`src/rtl/pcc_params.svh`:
```
`ifndef PCC_PARAMS_SVH
`define PCC_PARAMS_SVH

// register placement in the processor bus space
`define PCC_REG_ADDR      12'h0f8
`define PCC_ADDR_W        12

// field positions
`define PCC_WP_BIT        15
`define PCC_DRV_HI        14
`define PCC_DRV_LO        13
`define PCC_PEN_BIT       12
`define PCC_MF_HI         11
`define PCC_MF_LO         0
`define PCC_MF_W          12
`define PCC_MULT_W        13

// reset loads chosen by the mode-select pins
`define PCC_MF_LOAD_X1    12'h000
`define PCC_MF_LOAD_X4    12'h003
`define PCC_MF_LOAD_X401  12'h190
`define PCC_MODE_OFF      2'h0
`define PCC_MODE_X1       2'h1
`define PCC_MODE_X4       2'h2
`define PCC_MODE_X401     2'h3

// worst-case relock time in reference clock cycles
`define PCC_LOCK_CYCLES   12'h9c4
`define PCC_LOCK_CNT_W    12

`endif

```
`src/rtl/pcc_pkg.sv`:
```
package pcc_pkg;

    typedef enum logic [1:0] {
        PCC_DRV_FULL     = 2'h0,
        PCC_DRV_TWO_3RD  = 2'h1,
        PCC_DRV_ONE_3RD  = 2'h2,
        PCC_DRV_OFF      = 2'h3
    } pcc_drive_e;

    typedef enum logic [1:0] {
        PCC_LK_OFF,
        PCC_LK_ACQUIRE,
        PCC_LK_LOCKED
    } pcc_lock_state_e;

    typedef logic [15:0] pcc_word_t;

endpackage

```
`src/rtl/pcc_lock_timer.sv`:
```
`timescale 1ns/1ns
`include "pcc_params.svh"

module pcc_lock_timer
    import pcc_pkg::*;
(
    // clock and reset
    input  wire logic core_clk,
    input  wire logic reset_n,
    // control
    input  wire logic pll_on,
    input  wire logic restart,
    // status
    output logic      locked
);

    pcc_lock_state_e                 state_reg;
    logic [`PCC_LOCK_CNT_W-1:0]      count_reg;

    // a restart during acquisition reloads the full count
    always_ff @(posedge core_clk or negedge reset_n) begin
        if (!reset_n) begin
            state_reg <= PCC_LK_OFF;
            count_reg <= '0;
        end else if (!pll_on) begin
            state_reg <= PCC_LK_OFF;
            count_reg <= '0;
        end else if (restart) begin
            state_reg <= PCC_LK_ACQUIRE;
            count_reg <= `PCC_LOCK_CYCLES;
        end else begin
            unique case (state_reg)
                PCC_LK_OFF: begin
                    state_reg <= PCC_LK_ACQUIRE;
                    count_reg <= `PCC_LOCK_CYCLES;
                end
                PCC_LK_ACQUIRE: begin
                    if (count_reg <= `PCC_LOCK_CNT_W'(1)) begin
                        state_reg <= PCC_LK_LOCKED;
                    end
                    count_reg <= count_reg - `PCC_LOCK_CNT_W'(1);
                end
                PCC_LK_LOCKED: begin
                    count_reg <= '0;
                end
                // the fourth code is unused; fall back to a fresh acquisition
                default: begin
                    state_reg <= PCC_LK_OFF;
                    count_reg <= '0;
                end
            endcase
        end
    end

    always_ff @(posedge core_clk or negedge reset_n) begin
        if (!reset_n) begin
            locked <= 1'b0;
        end else begin
            locked <= pll_on && !restart && (state_reg == PCC_LK_LOCKED ||
                      (state_reg == PCC_LK_ACQUIRE && count_reg <= `PCC_LOCK_CNT_W'(1)));
        end
    end

endmodule

```
`src/rtl/pcc_top.sv`:
```
// Overview of operation
// - 16-bit read/write PLL and clock control register at bus address 0f8.
// - on an 8-bit bus, low byte first; contents apply on the high byte.
// - bit 15 write protect resets to zero; once set, later writes are blocked.
// - PLL multiplier is the 12-bit field plus one, 1 to 4096.
// - a new multiplier drops lock; the PLL-derived system clock stops until relock.
// - clocking resumes within 2500 reference cycles after a multiplier change.
// - reset loads multiplier field 0, 3 or 400 from the mode-select pins.
// - pin codes: 00 PLL off, 01 x1, 10 x4, 11 x401.
// - PLL enable bit 12: software may set, never clear; reset loads it.
// - enable 0 stops oscillator, clocks from crystal; 1 uses PLL output.
// - drive field: full, two-thirds, one-third, off held high; glitch free.
// - system clock from PLL divider when active, else from reference input.
// - baud clock from reference or oscillator, optional divide by two.
// - baud divide control 0 halves the baud clock, 1 passes it.
// - periodic timer always runs from the reference, even during relock.
// - mode pins load enable and multiplier at reset, ignored afterwards.
`timescale 1ns/1ns
`include "pcc_params.svh"

module pcc_top
    import pcc_pkg::*;
(
    // clock and reset
    input  wire logic                   core_clk,
    input  wire logic                   reset_n,
    // straps
    input  wire logic [1:0]             clock_mode_select_pins,
    input  wire logic                   bus_width_strap,
    // processor bus
    input  wire logic                   bus_sel,
    input  wire logic                   bus_write,
    input  wire logic [`PCC_ADDR_W-1:0] bus_addr,
    input  wire logic                   bus_upper_strobe,
    input  wire logic                   bus_lower_strobe,
    input  wire logic [15:0]            bus_wdata,
    output logic [15:0]                 bus_rdata,
    output logic                        bus_ack,
    // baud configuration from the operation mode register
    input  wire logic                   baud_clock_divide_bit,
    // clock control outputs
    output logic                        pll_enable,
    output logic [`PCC_MULT_W-1:0]      pll_multiplier,
    output logic                        pll_locked,
    output logic                        oscillator_run,
    output logic                        sys_clk_from_pll,
    output logic                        sys_clk_run,
    output logic                        baud_clk_from_vco,
    output logic                        baud_div_by_two,
    output logic                        timer_clk_run,
    output logic [1:0]                  clkout_strength,
    output logic                        clkout_enable,
    output logic                        clkout_pull_high
);

    logic                     mode_loaded_reg;
    logic                     bus_is_8bit_reg;
    logic                     pll_write_protect_reg;
    logic [1:0]               clock_out_drive_field_reg;
    logic                     pll_enable_reg;
    logic [`PCC_MF_W-1:0]     multiplier_field_reg;
    logic [7:0]               pend_low_reg;
    logic                     pend_valid_reg;
    logic                     lock_done;
    pcc_word_t                image;
    pcc_word_t                image_next;
    logic                     reg_hit;
    logic                     write_ok;
    logic                     low_byte_stage;
    logic                     commit;
    logic                     lock_restart;

    // reset load decode, used for the enable bit and the multiplier field
    function automatic logic [`PCC_MF_W:0] mode_load(input logic [1:0] pins);
        logic [`PCC_MF_W:0] val;
        val = '0;
        unique case (pins)
            `PCC_MODE_OFF:   val = {1'b0, `PCC_MF_LOAD_X1};
            `PCC_MODE_X1:    val = {1'b1, `PCC_MF_LOAD_X1};
            `PCC_MODE_X4:    val = {1'b1, `PCC_MF_LOAD_X4};
            `PCC_MODE_X401:  val = {1'b1, `PCC_MF_LOAD_X401};
        endcase
        return val;
    endfunction

    function automatic pcc_word_t lane_merge(input pcc_word_t cur, input pcc_word_t wr,
                                             input logic hi_en, input logic lo_en);
        pcc_word_t res;
        res = cur;
        if (hi_en) begin
            res[15:8] = wr[15:8];
        end
        if (lo_en) begin
            res[7:0] = wr[7:0];
        end
        return res;
    endfunction

    assign image = {pll_write_protect_reg, clock_out_drive_field_reg, pll_enable_reg,
                    multiplier_field_reg};

    assign reg_hit  = bus_sel && mode_loaded_reg &&
                      ({1'b0, bus_addr[`PCC_ADDR_W-1:1]} == (`PCC_REG_ADDR >> 1));
    // a protected write still gets its acknowledge below; it just stores nothing
    assign write_ok = reg_hit && bus_write && !pll_write_protect_reg;

    // big-endian byte order: the odd address carries the low byte
    assign low_byte_stage = write_ok && bus_is_8bit_reg && bus_addr[0];

    always_comb begin
        image_next = image;
        commit     = 1'b0;
        if (write_ok && bus_is_8bit_reg && !bus_addr[0]) begin
            // the high byte applies the staged low byte together with it
            image_next = {bus_wdata[7:0], pend_valid_reg ? pend_low_reg : image[7:0]};
            commit     = 1'b1;
        end else if (write_ok && !bus_is_8bit_reg && (bus_upper_strobe || bus_lower_strobe)) begin
            image_next = lane_merge(image, bus_wdata, bus_upper_strobe, bus_lower_strobe);
            commit     = 1'b1;
        end
    end

    // rewriting the same multiplier keeps lock; a new value or a fresh enable relocks
    assign lock_restart = commit && (image_next[`PCC_MF_HI:`PCC_MF_LO] != multiplier_field_reg ||
                          (image_next[`PCC_PEN_BIT] && !pll_enable_reg));

    // straps are caught at the first edge after release, since async reset takes constants only
    always_ff @(posedge core_clk or negedge reset_n) begin
        if (!reset_n) begin
            mode_loaded_reg <= 1'b0;
            bus_is_8bit_reg <= 1'b0;
        end else if (!mode_loaded_reg) begin
            mode_loaded_reg <= 1'b1;
            bus_is_8bit_reg <= !bus_width_strap;
        end
    end

    always_ff @(posedge core_clk or negedge reset_n) begin
        if (!reset_n) begin
            pll_write_protect_reg     <= 1'b0;
            clock_out_drive_field_reg <= PCC_DRV_FULL;
            pll_enable_reg            <= 1'b0;
            multiplier_field_reg      <= '0;
        end else if (!mode_loaded_reg) begin
            {pll_enable_reg, multiplier_field_reg} <= mode_load(clock_mode_select_pins);
        end else if (commit) begin
            pll_write_protect_reg     <= image_next[`PCC_WP_BIT];
            clock_out_drive_field_reg <= image_next[`PCC_DRV_HI:`PCC_DRV_LO];
            pll_enable_reg            <= pll_enable_reg | image_next[`PCC_PEN_BIT];
            multiplier_field_reg      <= image_next[`PCC_MF_HI:`PCC_MF_LO];
        end
    end

    always_ff @(posedge core_clk or negedge reset_n) begin
        if (!reset_n) begin
            pend_low_reg   <= '0;
            pend_valid_reg <= 1'b0;
        end else if (low_byte_stage) begin
            pend_low_reg   <= bus_wdata[7:0];
            pend_valid_reg <= 1'b1;
        end else if (commit) begin
            pend_valid_reg <= 1'b0;
        end
    end

    pcc_lock_timer u_lock (
        .core_clk (core_clk),
        .reset_n  (reset_n),
        .pll_on   (pll_enable_reg),
        .restart  (lock_restart),
        .locked   (lock_done)
    );

    // bus answer one cycle after the strobe; other addresses belong to other blocks
    always_ff @(posedge core_clk or negedge reset_n) begin
        if (!reset_n) begin
            bus_ack   <= 1'b0;
            bus_rdata <= '0;
        end else begin
            bus_ack   <= reg_hit;
            bus_rdata <= '0;
            if (reg_hit && !bus_write) begin
                if (bus_is_8bit_reg) begin
                    bus_rdata <= {8'h00, bus_addr[0] ? image[7:0] : image[15:8]};
                end else begin
                    bus_rdata <= image;
                end
            end
        end
    end

    always_ff @(posedge core_clk or negedge reset_n) begin
        if (!reset_n) begin
            pll_enable       <= 1'b0;
            pll_multiplier   <= `PCC_MULT_W'(1);
            pll_locked       <= 1'b0;
            oscillator_run   <= 1'b0;
            sys_clk_from_pll <= 1'b0;
            sys_clk_run      <= 1'b0;
        end else begin
            pll_enable       <= pll_enable_reg;
            pll_multiplier   <= {1'b0, multiplier_field_reg} + `PCC_MULT_W'(1);
            pll_locked       <= lock_done;
            oscillator_run   <= pll_enable_reg;
            sys_clk_from_pll <= pll_enable_reg;
            // crystal-direct clocking never waits for lock
            sys_clk_run      <= !pll_enable_reg || (lock_done && !lock_restart);
        end
    end

    always_ff @(posedge core_clk or negedge reset_n) begin
        if (!reset_n) begin
            baud_clk_from_vco <= 1'b0;
            baud_div_by_two   <= 1'b0;
            timer_clk_run     <= 1'b0;
        end else begin
            baud_clk_from_vco <= pll_enable_reg;
            baud_div_by_two   <= !baud_clock_divide_bit;
            timer_clk_run     <= 1'b1;
        end
    end

    // registered drive controls keep the pin buffer free of decode spikes
    always_ff @(posedge core_clk or negedge reset_n) begin
        if (!reset_n) begin
            clkout_strength  <= PCC_DRV_FULL;
            clkout_enable    <= 1'b1;
            clkout_pull_high <= 1'b0;
        end else begin
            clkout_strength  <= clock_out_drive_field_reg;
            clkout_enable    <= clock_out_drive_field_reg != PCC_DRV_OFF;
            clkout_pull_high <= clock_out_drive_field_reg == PCC_DRV_OFF;
        end
    end

    // assertion helpers
    logic [`PCC_LOCK_CNT_W:0] unlock_cnt;

    always_ff @(posedge core_clk or negedge reset_n) begin
        if (!reset_n) begin
            unlock_cnt <= '0;
        end else if (!pll_enable_reg || lock_done || lock_restart) begin
            unlock_cnt <= '0;
        end else begin
            unlock_cnt <= unlock_cnt + `PCC_LOCK_CNT_W'(1);
        end
    end
endmodule

```
`config.mk`:
```
export PLATFORM = sky130hd
export DESIGN_NAME = pcc_top
export DESIGN_NICKNAME = d
export VERILOG_FILES = /design/src/rtl/pcc_pkg.sv /design/src/rtl/pcc_lock_timer.sv /design/src/rtl/pcc_top.sv
export VERILOG_INCLUDE_DIRS = /design/src /design/src/rtl
export SDC_FILE = /design/constraint.sdc
export NUM_CORES = 1
export LEC_CHECK = 0
export BUFFER_PORTS_ARGS = -buffer_cell sky130_fd_sc_hd__buf_2
export CORE_MARGIN = 2
export CORE_UTILIZATION = 55
export DETAILED_ROUTE_END_ITERATION = 8
export GPL_ROUTABILITY_DRIVEN = 0
export MAX_ROUTING_LAYER = met4
export PLACE_DENSITY = 0.79
export SLEW_MARGIN = 10
export SYNTH_ARGS = -nofsm -noshare
export SYNTH_HDL_FRONTEND = slang
export SYNTH_SLANG_ARGS = --single-unit
```
`constraint.sdc`:
```
create_clock -name core_clk -period 4.13 [get_ports core_clk]
set_input_delay 1.0325 -clock core_clk [delete_from_list [all_inputs] [get_ports core_clk]]
set_output_delay 1.0325 -clock core_clk [all_outputs]
set_load 0.05 [all_outputs]
```
After elaboration in Yosys (flattened, before gate mapping)
Index checks and enable logic that the tools add are counted.
Word-level totals
  register bits: 80
  input bits: 38
  output and inout port bits: 42
  word-level logic and storage cells: 96
Operators by class
  $add $sub $neg: 2
  order comparisons: 1
  equal/unequal tests: 12
  muxes and demuxes: 24
  bitwise logic cells: 1
  reductions and logical operators: 35
Operator list (count)
  two-way mux 16 bit: 4
  one-hot mux 13 bit (4 select lines): 1
  two-way mux 12 bit: 4
  two-way mux 8 bit: 4
  one-hot mux 12 bit (2 select lines): 1
  logical AND 1 bit: 16
  adder 12 x 1 -> 13 bit, second input constant: 1
  less-or-equal comparator 12 x 1 -> 1 bit, second input constant: 1
  != test 12 bit: 1
  subtractor 12 x 1 -> 12 bit, second input constant: 1
  equality test 11 x 7 -> 1 bit, second input constant: 1
  equality test 2 bit, second input constant: 4
  zero test 1 bit: 8
  two-way mux 1 bit: 6
  two-way mux 2 bit: 3
  one-hot mux 2 bit (3 select lines): 1
  nonzero test 2 bit: 3
  equality test 2 x 1 -> 1 bit, second input constant: 2
  zero test 2 bit: 2
  logical OR 1 bit: 4
  != test 4 x 3 -> 1 bit, second input constant: 1
  AND reduction 4 bit: 1
  != test 3 x 2 -> 1 bit, second input constant: 1
  != test 2 x 1 -> 1 bit, second input constant: 1
  3 further kinds: 3

Longest topological paths before layout
Gate-level depths: netlist of the first run.
  word-level depth: 14
  mapped depth: 10
  depth with buffers taken out: 7

By module
A second synthesis of the first run with hierarchy kept.
Unflattened totals
  cells, all modules: 373
  area total of the unflattened synthesis: 3912.5 um^2
Modules (own cells, without submodules)
  pcc_top: times used 1, cells each 306, area an instance 3179.3 um^2, seq. area each 1629.1 um^2
  pcc_lock_timer: times used 1, cells each 67, area an instance 733.2 um^2, seq. area each 375.4 um^2

Least setup slack after synthesis of the first run
Ideal clock, no wire load.
  path kind: input to register
  start: in bus_addr[0]
  end: reg sys_clk_run
  library setup time: 104 ps
  data arrival time: 2649 ps
  data required time: 4026 ps
  setup slack: 1378 ps
  stages on the path: 8
  path buffers: 2
  cell sequence: nand4bb_1 > buf_6 > o32ai_2 > a21oi_1 > o31ai_4 > o2111ai_4 > buf_6 > o41ai_2
On the way
  word-level cells in the longest chain between the ends: 9
  elaborated cells on any way between the ends: 11
  classes of those cells: eq/ne: 1; mux: 2; reduce/logical: 8
RTL lines
  start, declared: RTL line pcc_top.sv:33  | input wire logic [`PCC_ADDR_W-1:0] bus_addr,
  zero test 1 bit (*): RTL line pcc_top.sv:113  | if (write_ok && bus_is_8bit_reg && !bus_addr[0]) begin
  logical AND 1 bit (*): RTL line pcc_top.sv:113
  two-way mux 16 bit: RTL line pcc_top.sv:113
  != test 12 bit or logical AND 1 bit (tied branches): RTL line pcc_top.sv:124, pcc_top.sv:125
  logical OR 1 bit: RTL line pcc_top.sv:124  | assign lock_restart = commit && (image_next[`PCC_MF_HI:`PCC_MF_LO] != multiplier_field_reg ||
  logical AND 1 bit (*): RTL line pcc_top.sv:124
  zero test 1 bit (*): RTL line pcc_top.sv:207  | sys_clk_run <= !pll_enable_reg || (lock_done && !lock_restart);
  logical AND 1 bit (*): RTL line pcc_top.sv:207
  logical OR 1 bit (*): RTL line pcc_top.sv:207
  end signal, assigned: RTL line pcc_top.sv:207
  end, declared: RTL line pcc_top.sv:47  | output logic sys_clk_run,
Every way passes the cells marked *; elsewhere a longest branch is shown, timed or not.
A chain may end at the register's enable or synchronous reset.

Final worst setup path of the first run
  start: in bus_addr[0]
  end: reg u_lock.count_reg[8]
On the way
  word-level cells in the longest chain between the ends: 8
  elaborated cells on any way between the ends: 10
  classes of those cells: eq/ne: 1; mux: 4; reduce/logical: 5
RTL lines
  zero test 1 bit (*): RTL line pcc_top.sv:113
  logical AND 1 bit (*): RTL line pcc_top.sv:113
  two-way mux 16 bit: RTL line pcc_top.sv:113
  != test 12 bit or logical AND 1 bit (tied branches): RTL line pcc_top.sv:124, pcc_top.sv:125
  logical OR 1 bit: RTL line pcc_top.sv:124
  logical AND 1 bit (*): RTL line pcc_top.sv:124
  two-way mux 12 bit (*): RTL line pcc_lock_timer.sv:28  | end else if (restart) begin
  two-way mux 12 bit (*): RTL line pcc_lock_timer.sv:25  | end else if (!pll_on) begin
  end signal, assigned: RTL line pcc_lock_timer.sv:30  | count_reg <= `PCC_LOCK_CYCLES;
  end signal, assigned: RTL line pcc_lock_timer.sv:35  | count_reg <= `PCC_LOCK_CYCLES;
  end signal, assigned: RTL line pcc_lock_timer.sv:41  | count_reg <= count_reg - `PCC_LOCK_CNT_W'(1);
  end, declared: RTL line pcc_lock_timer.sv:18  | logic [`PCC_LOCK_CNT_W-1:0] count_reg;
Marks and branches as above.

==> impl_summary.txt, run 1 <==
----------------------------------------------------
[Timing]
  Maximum clock frequency ... 0.3191 GHz
  Share of the clock period used by the worst path after layout ... 75.89%
  Final-report setup violation count ... 0
  Skew final ... 0.01214 ns
  Normalized max-slew margin ... 35.41%
  Setup WS post-layout ... 0.9959 ns
  Least-Margin Pin Slew ... 0.9688 ns
  Final-layout setup total negative slack ... 0 ns
  Post-route worst hold slack ... 0.4024 ns
  RSZ-0062 raised after global routing ... no
  Final max-slew violation count ... 0
  Fin. Hold Viols ... 0
  Post-route minimum period ... 3.134 ns

[Placed design]
  Post-DP HPWL ... 6.810 mm
  Placed Area ... 4554 um^2
  Port Buffer Count ... 79
  Pre-CTS setup slack ... 0.7370 ns
  Placed cells ... 547

[Final layout]
  Final net count ... 500
  Area growth, synth to finish ... 13.34%
  Layout cell share with drive strength beyond 1 ... 29.31%
  Antenna cell count ... 0
  Top flop regs ... bus_rdata (16), pll_multiplier (13)
  Post-layout utilization of the core ... 65.25%
  Summed area of non-filler cells in the final layout ... 4783 um^2
  Final standard cell count with taps included and fillers excluded ... 563
  Number of flip-flops in the largest register ... 16
  Largest reg by FF count ... bus_rdata

[Routing]
  Drt first-iter violations ... 246
  Drt drc ... 0
  Final Routed Wirelength ... 9.751 mm
  Average vias per placed instance ... 5.845
  First-pass iteration count of the detailed router ... 5
  Antenna viol nets, final ... 0
  Vias ... 3291
  Wire per inst ... 17.32 um

[Die]
  Top Ports ... 80
  Area inside the core boundary ... 7331 um^2
  Floorplan die height ... 91.60 um
  Die boundary width ... 91.60 um
  Initial Utilization ... 57.57%
  Area of the die ... 8390 um^2
  Standard-cell rows ... 31

[Global routing]
  Global-route wire length before repair ... 15.97 mm
  Pin count of the biggest net entering global routing ... 81
  Leftover overflow at the end of global routing ... 0
  Number of global-route vias before repair ... 3242
  Antenna violations before repair ... 0
  Global routing usage summed across all routing layers ... 25.13%

[Worst setup path]
  R2R depth ... 6
  Startpoint type of the worst setup path ... input port
  Worst-case register-to-register setup slack ... 1.20 ns
  Nature of the critical path endpoint ... flop
  Type of the worst setup path ... in -> reg
  Critical path fanouts, max ... 16
  WP data arrival ... 3.36 ns
  End of the worst register-to-register path ... u_lock.count_reg[8]
  Required arrival time at the worst endpoint ... 4.36 ns
  Worst flop-to-flop path startpoint ... bus_is_8bit_reg

[Synth]
  Count of cell types in the netlist ... 72
  Share of the synthesized netlist area taken by xor and xnor gates ... 5.396%
  Top_reg_cell synth ... dfrtp_1
  Fraction of post-synthesis cell area in the top cell type by area ... 46.25%
  Total nets after synthesis ... 433
  Avg Cell Area, Syn ... 10.77 um^2
  Leading post-synthesis cells by cell area ... dfrtp_1 46%, nand2_1 4.2%, xnor2_1 2.9%, a21oi_1 2.8%, xor2_1 2.5%
  Leading cell type by number of instances after synthesis ... dfrtp_1
  Total standard cell area after synthesis ... 4220 um^2
  Number of warnings issued by yosys ... 0
  Flops & latches, synth ... 80
  Area fraction in compound gates after synthesis ... 17.70%
  Fraction of the mapped netlist area in simple logic gates ... 18.62%
  Proportion of synthesized flip-flops having asynchronous set or reset ... 100.0%
  Share of synthesized cell area in full adder, half adder and majority cells ... 0.8894%
  Combinational family with the most area after synthesis ... simple AND/OR/NAND/NOR gates
  Most numerous cell types in the synthesized netlist ... 78 x dfrtp_1, 47 x nand2_1, 24 x a21oi_1
  Share of the yosys chip area belonging to registers ... 47.49%
  Share of cell area taken by muxes after synthesis ... 3.054%
  Number of cells produced by synthesis ... 392
  Cell type contributing the most total cell area after synthesis ... dfrtp_1
  Number of enable flip-flop cells after synthesis ... 0

[Clock tree]
  Number of buffers added to fix hold violations after cts ... 0
  Latest clock arrival within the worst-skew pair ... 0.35 ns
  Post-cts repair resize count ... 0
  Number of buffers added by the clock tree synthesis step ... 9
  Maximum number of buffers from clock root to sink ... 2
  H-tree levels ... 3
  CTS tree ... done
  Post CTS Setup Buffer Count ... 0
  Clock slew seen by the registers of the worst setup and hold paths ... 0.09 ns
  Sink count of the clock tree ... 80
  CTS root buffer ... clkbuf_8

[Power and ir drop]
  Total Power Consumption ... 1.994 mW
  Leakage ... 2.241 nW
  Total power density per cell area ... 417.0 nW/um^2
  Peak supply drop ... 0.0002028 V

[Worst hold path]
  Hold path startpoint ... u_lock.locked
  Cell depth of the worst min-delay path ... 0
  Type of the worst min-delay path ... reg -> reg
  Worst-case hold path end point ... pll_locked

[Status]
  Outcome ... complete, no violations

[Job]
  Number of max-cap violations ... 0

----------------------------------------------------
-- how the worst max path moves through the flow --
stage	start	end	cells past startpoint	slack [ns]
after floorplan	bus_addr[0]	sys_clk_run	8	1.38
after global placement	bus_addr[0]	u_lock.count_reg[2]	7	0.83
after detailed placement	bus_addr[0]	u_lock.count_reg[8]	7	0.74
after CTS	bus_addr[0]	u_lock.count_reg[8]	7	1.05
after global routing	bus_addr[0]	u_lock.state_reg[0]	7	0.86
final	bus_addr[0]	u_lock.count_reg[8]	7	1.0
-- final cells by class --
type	instances	area, um^2
Fill cell	596	2547
Sequential cell	80	2004
Multi-Input combinational cell	269	1931
Timing Repair Buffer	85	442.9
Clock buffer	10	137.6
Tap cell	99	123.9
Clock inverter	6	91.34
Inverter	14	52.55
-- cells by family after synthesis --
| group | after synthesis |
|---|---|
| fa+ha+maj | 3 |
| flops | 80 |
| xor+xnor | 26 |
| simple gates | 138 |
| other cells | 1 |
| mux | 12 |
| buf+inv | 43 |
| compound gates | 89 |
-- layout by cell type (no fill, tap or decap), types with 3 or more instances in the layout --
cell and count:
a21boi_0 3, a21o_1 3, a21oi_1 24, a221o_1 3, and2_1 8, and3_1 4
buf_2 78, buf_4 7, clkbuf_8 10, dfrtp_1 78, ha_1 3, inv_1 13
mux2_2 7, mux2i_1 5, nand2_1 47, nand2b_1 8, nand3_1 7, nand4bb_1 3
nor2_1 19, nor2b_1 4, nor3_1 9, nor4_1 4, nor4_2 6, o21ai_0 15
o22ai_1 3, o41a_1 6, or3_1 3, xnor2_1 14, xor2_1 12
-- worst max-delay path, stage by stage --
cell and delay (ns):
buf_2 0.12, nand4bb_1 0.44, o32ai_2 0.41, a21oi_1 0.18, o31ai_4 0.29, o2111ai_4 0.36, o41a_1 0.51
-- layer usage --
metal	vias to the layer above	share of wire, %	GRT usage, %
li1	1523	-	-
met1	1577	42	32.88
met2	170	47	37.38
met3	21	8.9	5.892
met4	0	2.5	11.24
met5	-	0	-
-- where the power goes --
group          total [mW]  internal (mW)  switching [mW]  leakage [nW]
registers           0.924          0.850          0.0736          1.06
clock network       0.650          0.360           0.290         0.117
logic               0.421          0.186           0.234          1.07
No activity file was read; power rests on OpenSTA's default activity.
==> run 2, diff against run 1 <==
--- a/config.mk
+++ b/config.mk
@@ -6,6 +6,7 @@
 export SDC_FILE = /design/constraint.sdc
 export NUM_CORES = 1
 export LEC_CHECK = 0
+export ABC_AREA = 1
 export BUFFER_PORTS_ARGS = -buffer_cell sky130_fd_sc_hd__buf_2
 export CORE_MARGIN = 2
 export CORE_UTILIZATION = 55
==> constraint.sdc (replaced) <==
create_clock -name core_clk -period 3.02 [get_ports core_clk]
set_input_delay 0.755 -clock core_clk [delete_from_list [all_inputs] [get_ports core_clk]]
set_output_delay 0.755 -clock core_clk [all_outputs]
set_load 0.05 [all_outputs]
==> impl_summary.txt, run 2 <==
----------------------------------------------------
[Global routing]
  Global-route wire length before repair ... 19.07 mm
  Number of global-route vias before repair ... 3939
  Leftover overflow at the end of global routing ... 0
  Pin count of the biggest net entering global routing ... 81
  Global routing usage summed across all routing layers ... 28.47%
  Antenna violations before repair ... 0

[Status]
  Outcome ... complete, no violations

[Timing]
  Setup WS post-layout ... 0.3800 ns
  Final-layout setup total negative slack ... 0 ns
  Fin. Hold Viols ... 0
  Final max-slew violation count ... 0
  Skew final ... 0.01750 ns
  Post-route worst hold slack ... 0.4085 ns
  Final-report setup violation count ... 0
  Normalized max-slew margin ... 38.08%
  Post-route minimum period ... 2.640 ns
  RSZ-0062 raised after global routing ... no
  Share of the clock period used by the worst path after layout ... 87.42%
  Least-Margin Pin Slew ... 0.9288 ns
  Maximum clock frequency ... 0.3788 GHz

[Placed design]
  Placed cells ... 757
  Post-DP HPWL ... 8.714 mm
  Port Buffer Count ... 79
  Pre-CTS setup slack ... 0.07535 ns

[Worst hold path]
  Type of the worst min-delay path ... reg -> reg

[Routing]
  Wire per inst ... 14.86 um
  First-pass iteration count of the detailed router ... 7
  Final Routed Wirelength ... 11.49 mm
  Drt first-iter violations ... 503
  Antenna viol nets, final ... 0
  Average vias per placed instance ... 5.529
  Vias ... 4274
  Drt drc ... 0

[Die]
  Initial Utilization ... 55.80%
  Top Ports ... 80
  Die boundary width ... 94.61 um
  Standard-cell rows ... 33
  Area of the die ... 8951 um^2
  Floorplan die height ... 94.61 um
  Area inside the core boundary ... 8093 um^2

[Job]
  Number of max-cap violations ... 0

[Worst setup path]
  Worst flop-to-flop path startpoint ... timer_clk_run
  Worst setup startpoint ... bus_upper_strobe
  Startpoint type of the worst setup path ... input port
  WP data arrival ... 2.93 ns
  Nature of the critical path endpoint ... flop
  Worst-case register-to-register setup slack ... 0.47 ns
  Critical path fanouts, max ... 13
  R2R depth ... 15
  Required arrival time at the worst endpoint ... 3.31 ns
  End of the worst register-to-register path ... u_lock.state_reg[0]
  End point of the critical path ... u_lock.locked
  Type of the worst setup path ... in -> reg

[Power and ir drop]
  Total power density per cell area ... 438.4 nW/um^2
  Sw Pwr ... 734.9 uW
  P_int ... 1.529 mW
  Comb power frac ... 16.5%
  Peak supply drop ... 0.0001980 V
  Flop pwr share ... 50.1%
  Fraction of power spent switching nets ... 32.46%
  Portion of total power attributed to the clock network ... 33.4%
  Leakage ... 2.855 nW

[Clock tree]
  Post CTS Setup Buffer Count ... 0
  CTS root buffer ... clkbuf_8
  CTS tree ... done
  Latest clock arrival within the worst-skew pair ... 0.37 ns
  Number of buffers added to fix hold violations after cts ... 0
  Post-cts repair resize count ... 0
  Number of buffers added by the clock tree synthesis step ... 9
  Maximum number of buffers from clock root to sink ... 2
  H-tree levels ... 3
  Sink count of the clock tree ... 80
  Clock slew seen by the registers of the worst setup and hold paths ... 0.09 ns

[Final layout]
  Final net count ... 704
  Commonest non-fill, non-tap cell in the layout ... nand2_1
  Top flop regs ... bus_rdata (16), pll_multiplier (13)
  Leading cell types in the layout, fill and taps excluded ... 152 x nand2_1, 78 x dfrtp_1, 78 x buf_2, 68 x nand3_1, 62 x nor2_1
  Number of flip-flops in the largest register ... 16
  Final standard cell count with taps included and fillers excluded ... 773
  Largest reg by FF count ... bus_rdata
  Area growth, synth to finish ... 14.35%
  Layout cell share with drive strength beyond 1 ... 22.75%
  Antenna cell count ... 0

[Synth]
  Total standard cell area after synthesis ... 4516 um^2
  Flops & latches, synth ... 80
  Top_reg_cell synth ... dfrtp_1
  Number of cells produced by synthesis ... 586
  Count of cell types in the netlist ... 42
  Share of the yosys chip area belonging to registers ... 44.39%
  Fraction of post-synthesis cell area in the top cell type by area ... 43.23%
  Leading post-synthesis cells by cell area ... dfrtp_1 43%, nand2_1 13%, nand3_1 7.5%, nor2_1 5.2%, inv_1 4.8%
  Number of warnings issued by yosys ... 0
  Avg Cell Area, Syn ... 7.706 um^2
  Number of enable flip-flop cells after synthesis ... 0
  Most numerous cell types in the synthesized netlist ... 152 x nand2_1, 78 x dfrtp_1, 68 x nand3_1
  Leading cell type by number of instances after synthesis ... nand2_1
  Total nets after synthesis ... 627
  Cell type contributing the most total cell area after synthesis ... dfrtp_1
  Proportion of synthesized flip-flops having asynchronous set or reset ... 100.0%

----------------------------------------------------
## run 2: cells by family after synthesis
group / count (synthesis) / synth area share [%]
DFF: 80 / 44.39
AOI/OAI and AO/OA: 55 / 6.650
adders and majority gates: 3 / 0.8313
and+or+nand+nor: 341 / 36.41
other: 1 / 0.08305
buffers and inverters: 89 / 8.340
xor gates and xnor gates: 17 / 3.297
## run 2: how the worst min path moves through the flow
stage	from	to	slack, ns	depth (start not counted)
after detailed placement	u_lock.locked	pll_locked	0.39	0
after floorplan	pll_enable_reg	baud_clk_from_vco	0.35	0
final	u_lock.locked	pll_locked	0.41	0
after global placement	u_lock.locked	pll_locked	0.39	0
after global routing	u_lock.locked	pll_locked	0.42	0
after CTS	u_lock.locked	pll_locked	0.41	0
## run 2: metrics by stage
step	utilization, %	power, mW	area [um^2]
after floorplan	-	1.408	4516
after global placement	61.53	1.513	4980
after detailed placement	61.53	1.523	4980
after CTS	63.81	2.266	5164
after global routing	63.81	2.376	5164
final	63.81	2.264	5164
## run 2: routing by layer
metal	vias to the layer above	wire length, um	track usage (%)
li1	2021	-	-
met1	1918	4827	37.76
met2	267	4981	40.78
met3	68	1238	7.981
met4	0	442	12.68
met5	-	0	-
## run 2: worst max-delay path, stage by stage
cell     delay, ns
buf_2         0.17
inv_2         0.08
a21oi_4       0.36
nand4_1       0.35
inv_1         0.23
nand2_1       0.09
nand3_2       0.06
nand3_1       0.07
nand2_1       0.14
inv_2         0.06
nor2_4        0.10
inv_2         0.05
nor2_4        0.12
nand2_4       0.12
nor3_1        0.15
## run 2: cell type report
class | instances | area (um^2)
fillers | 737 | 2929
inverters | 70 | 266.5
flip-flops and latches | 80 | 2004
clock inverters | 7 | 60.06
clock buffers | 9 | 123.9
multi-input cells | 417 | 2135
repair buffers | 85 | 442.9
well taps | 105 | 131.4
## run 2: power by group through the flow
stage | sequential, mW | clock (mW) | combinational [mW]
floorplan | 1.18 | 0 | 0.228
global placement | 1.15 | 0 | 0.359
detailed placement | 1.15 | 0 | 0.368
CTS | 1.13 | 0.762 | 0.370
global route | 1.14 | 0.823 | 0.414
finish | 1.13 | 0.756 | 0.373
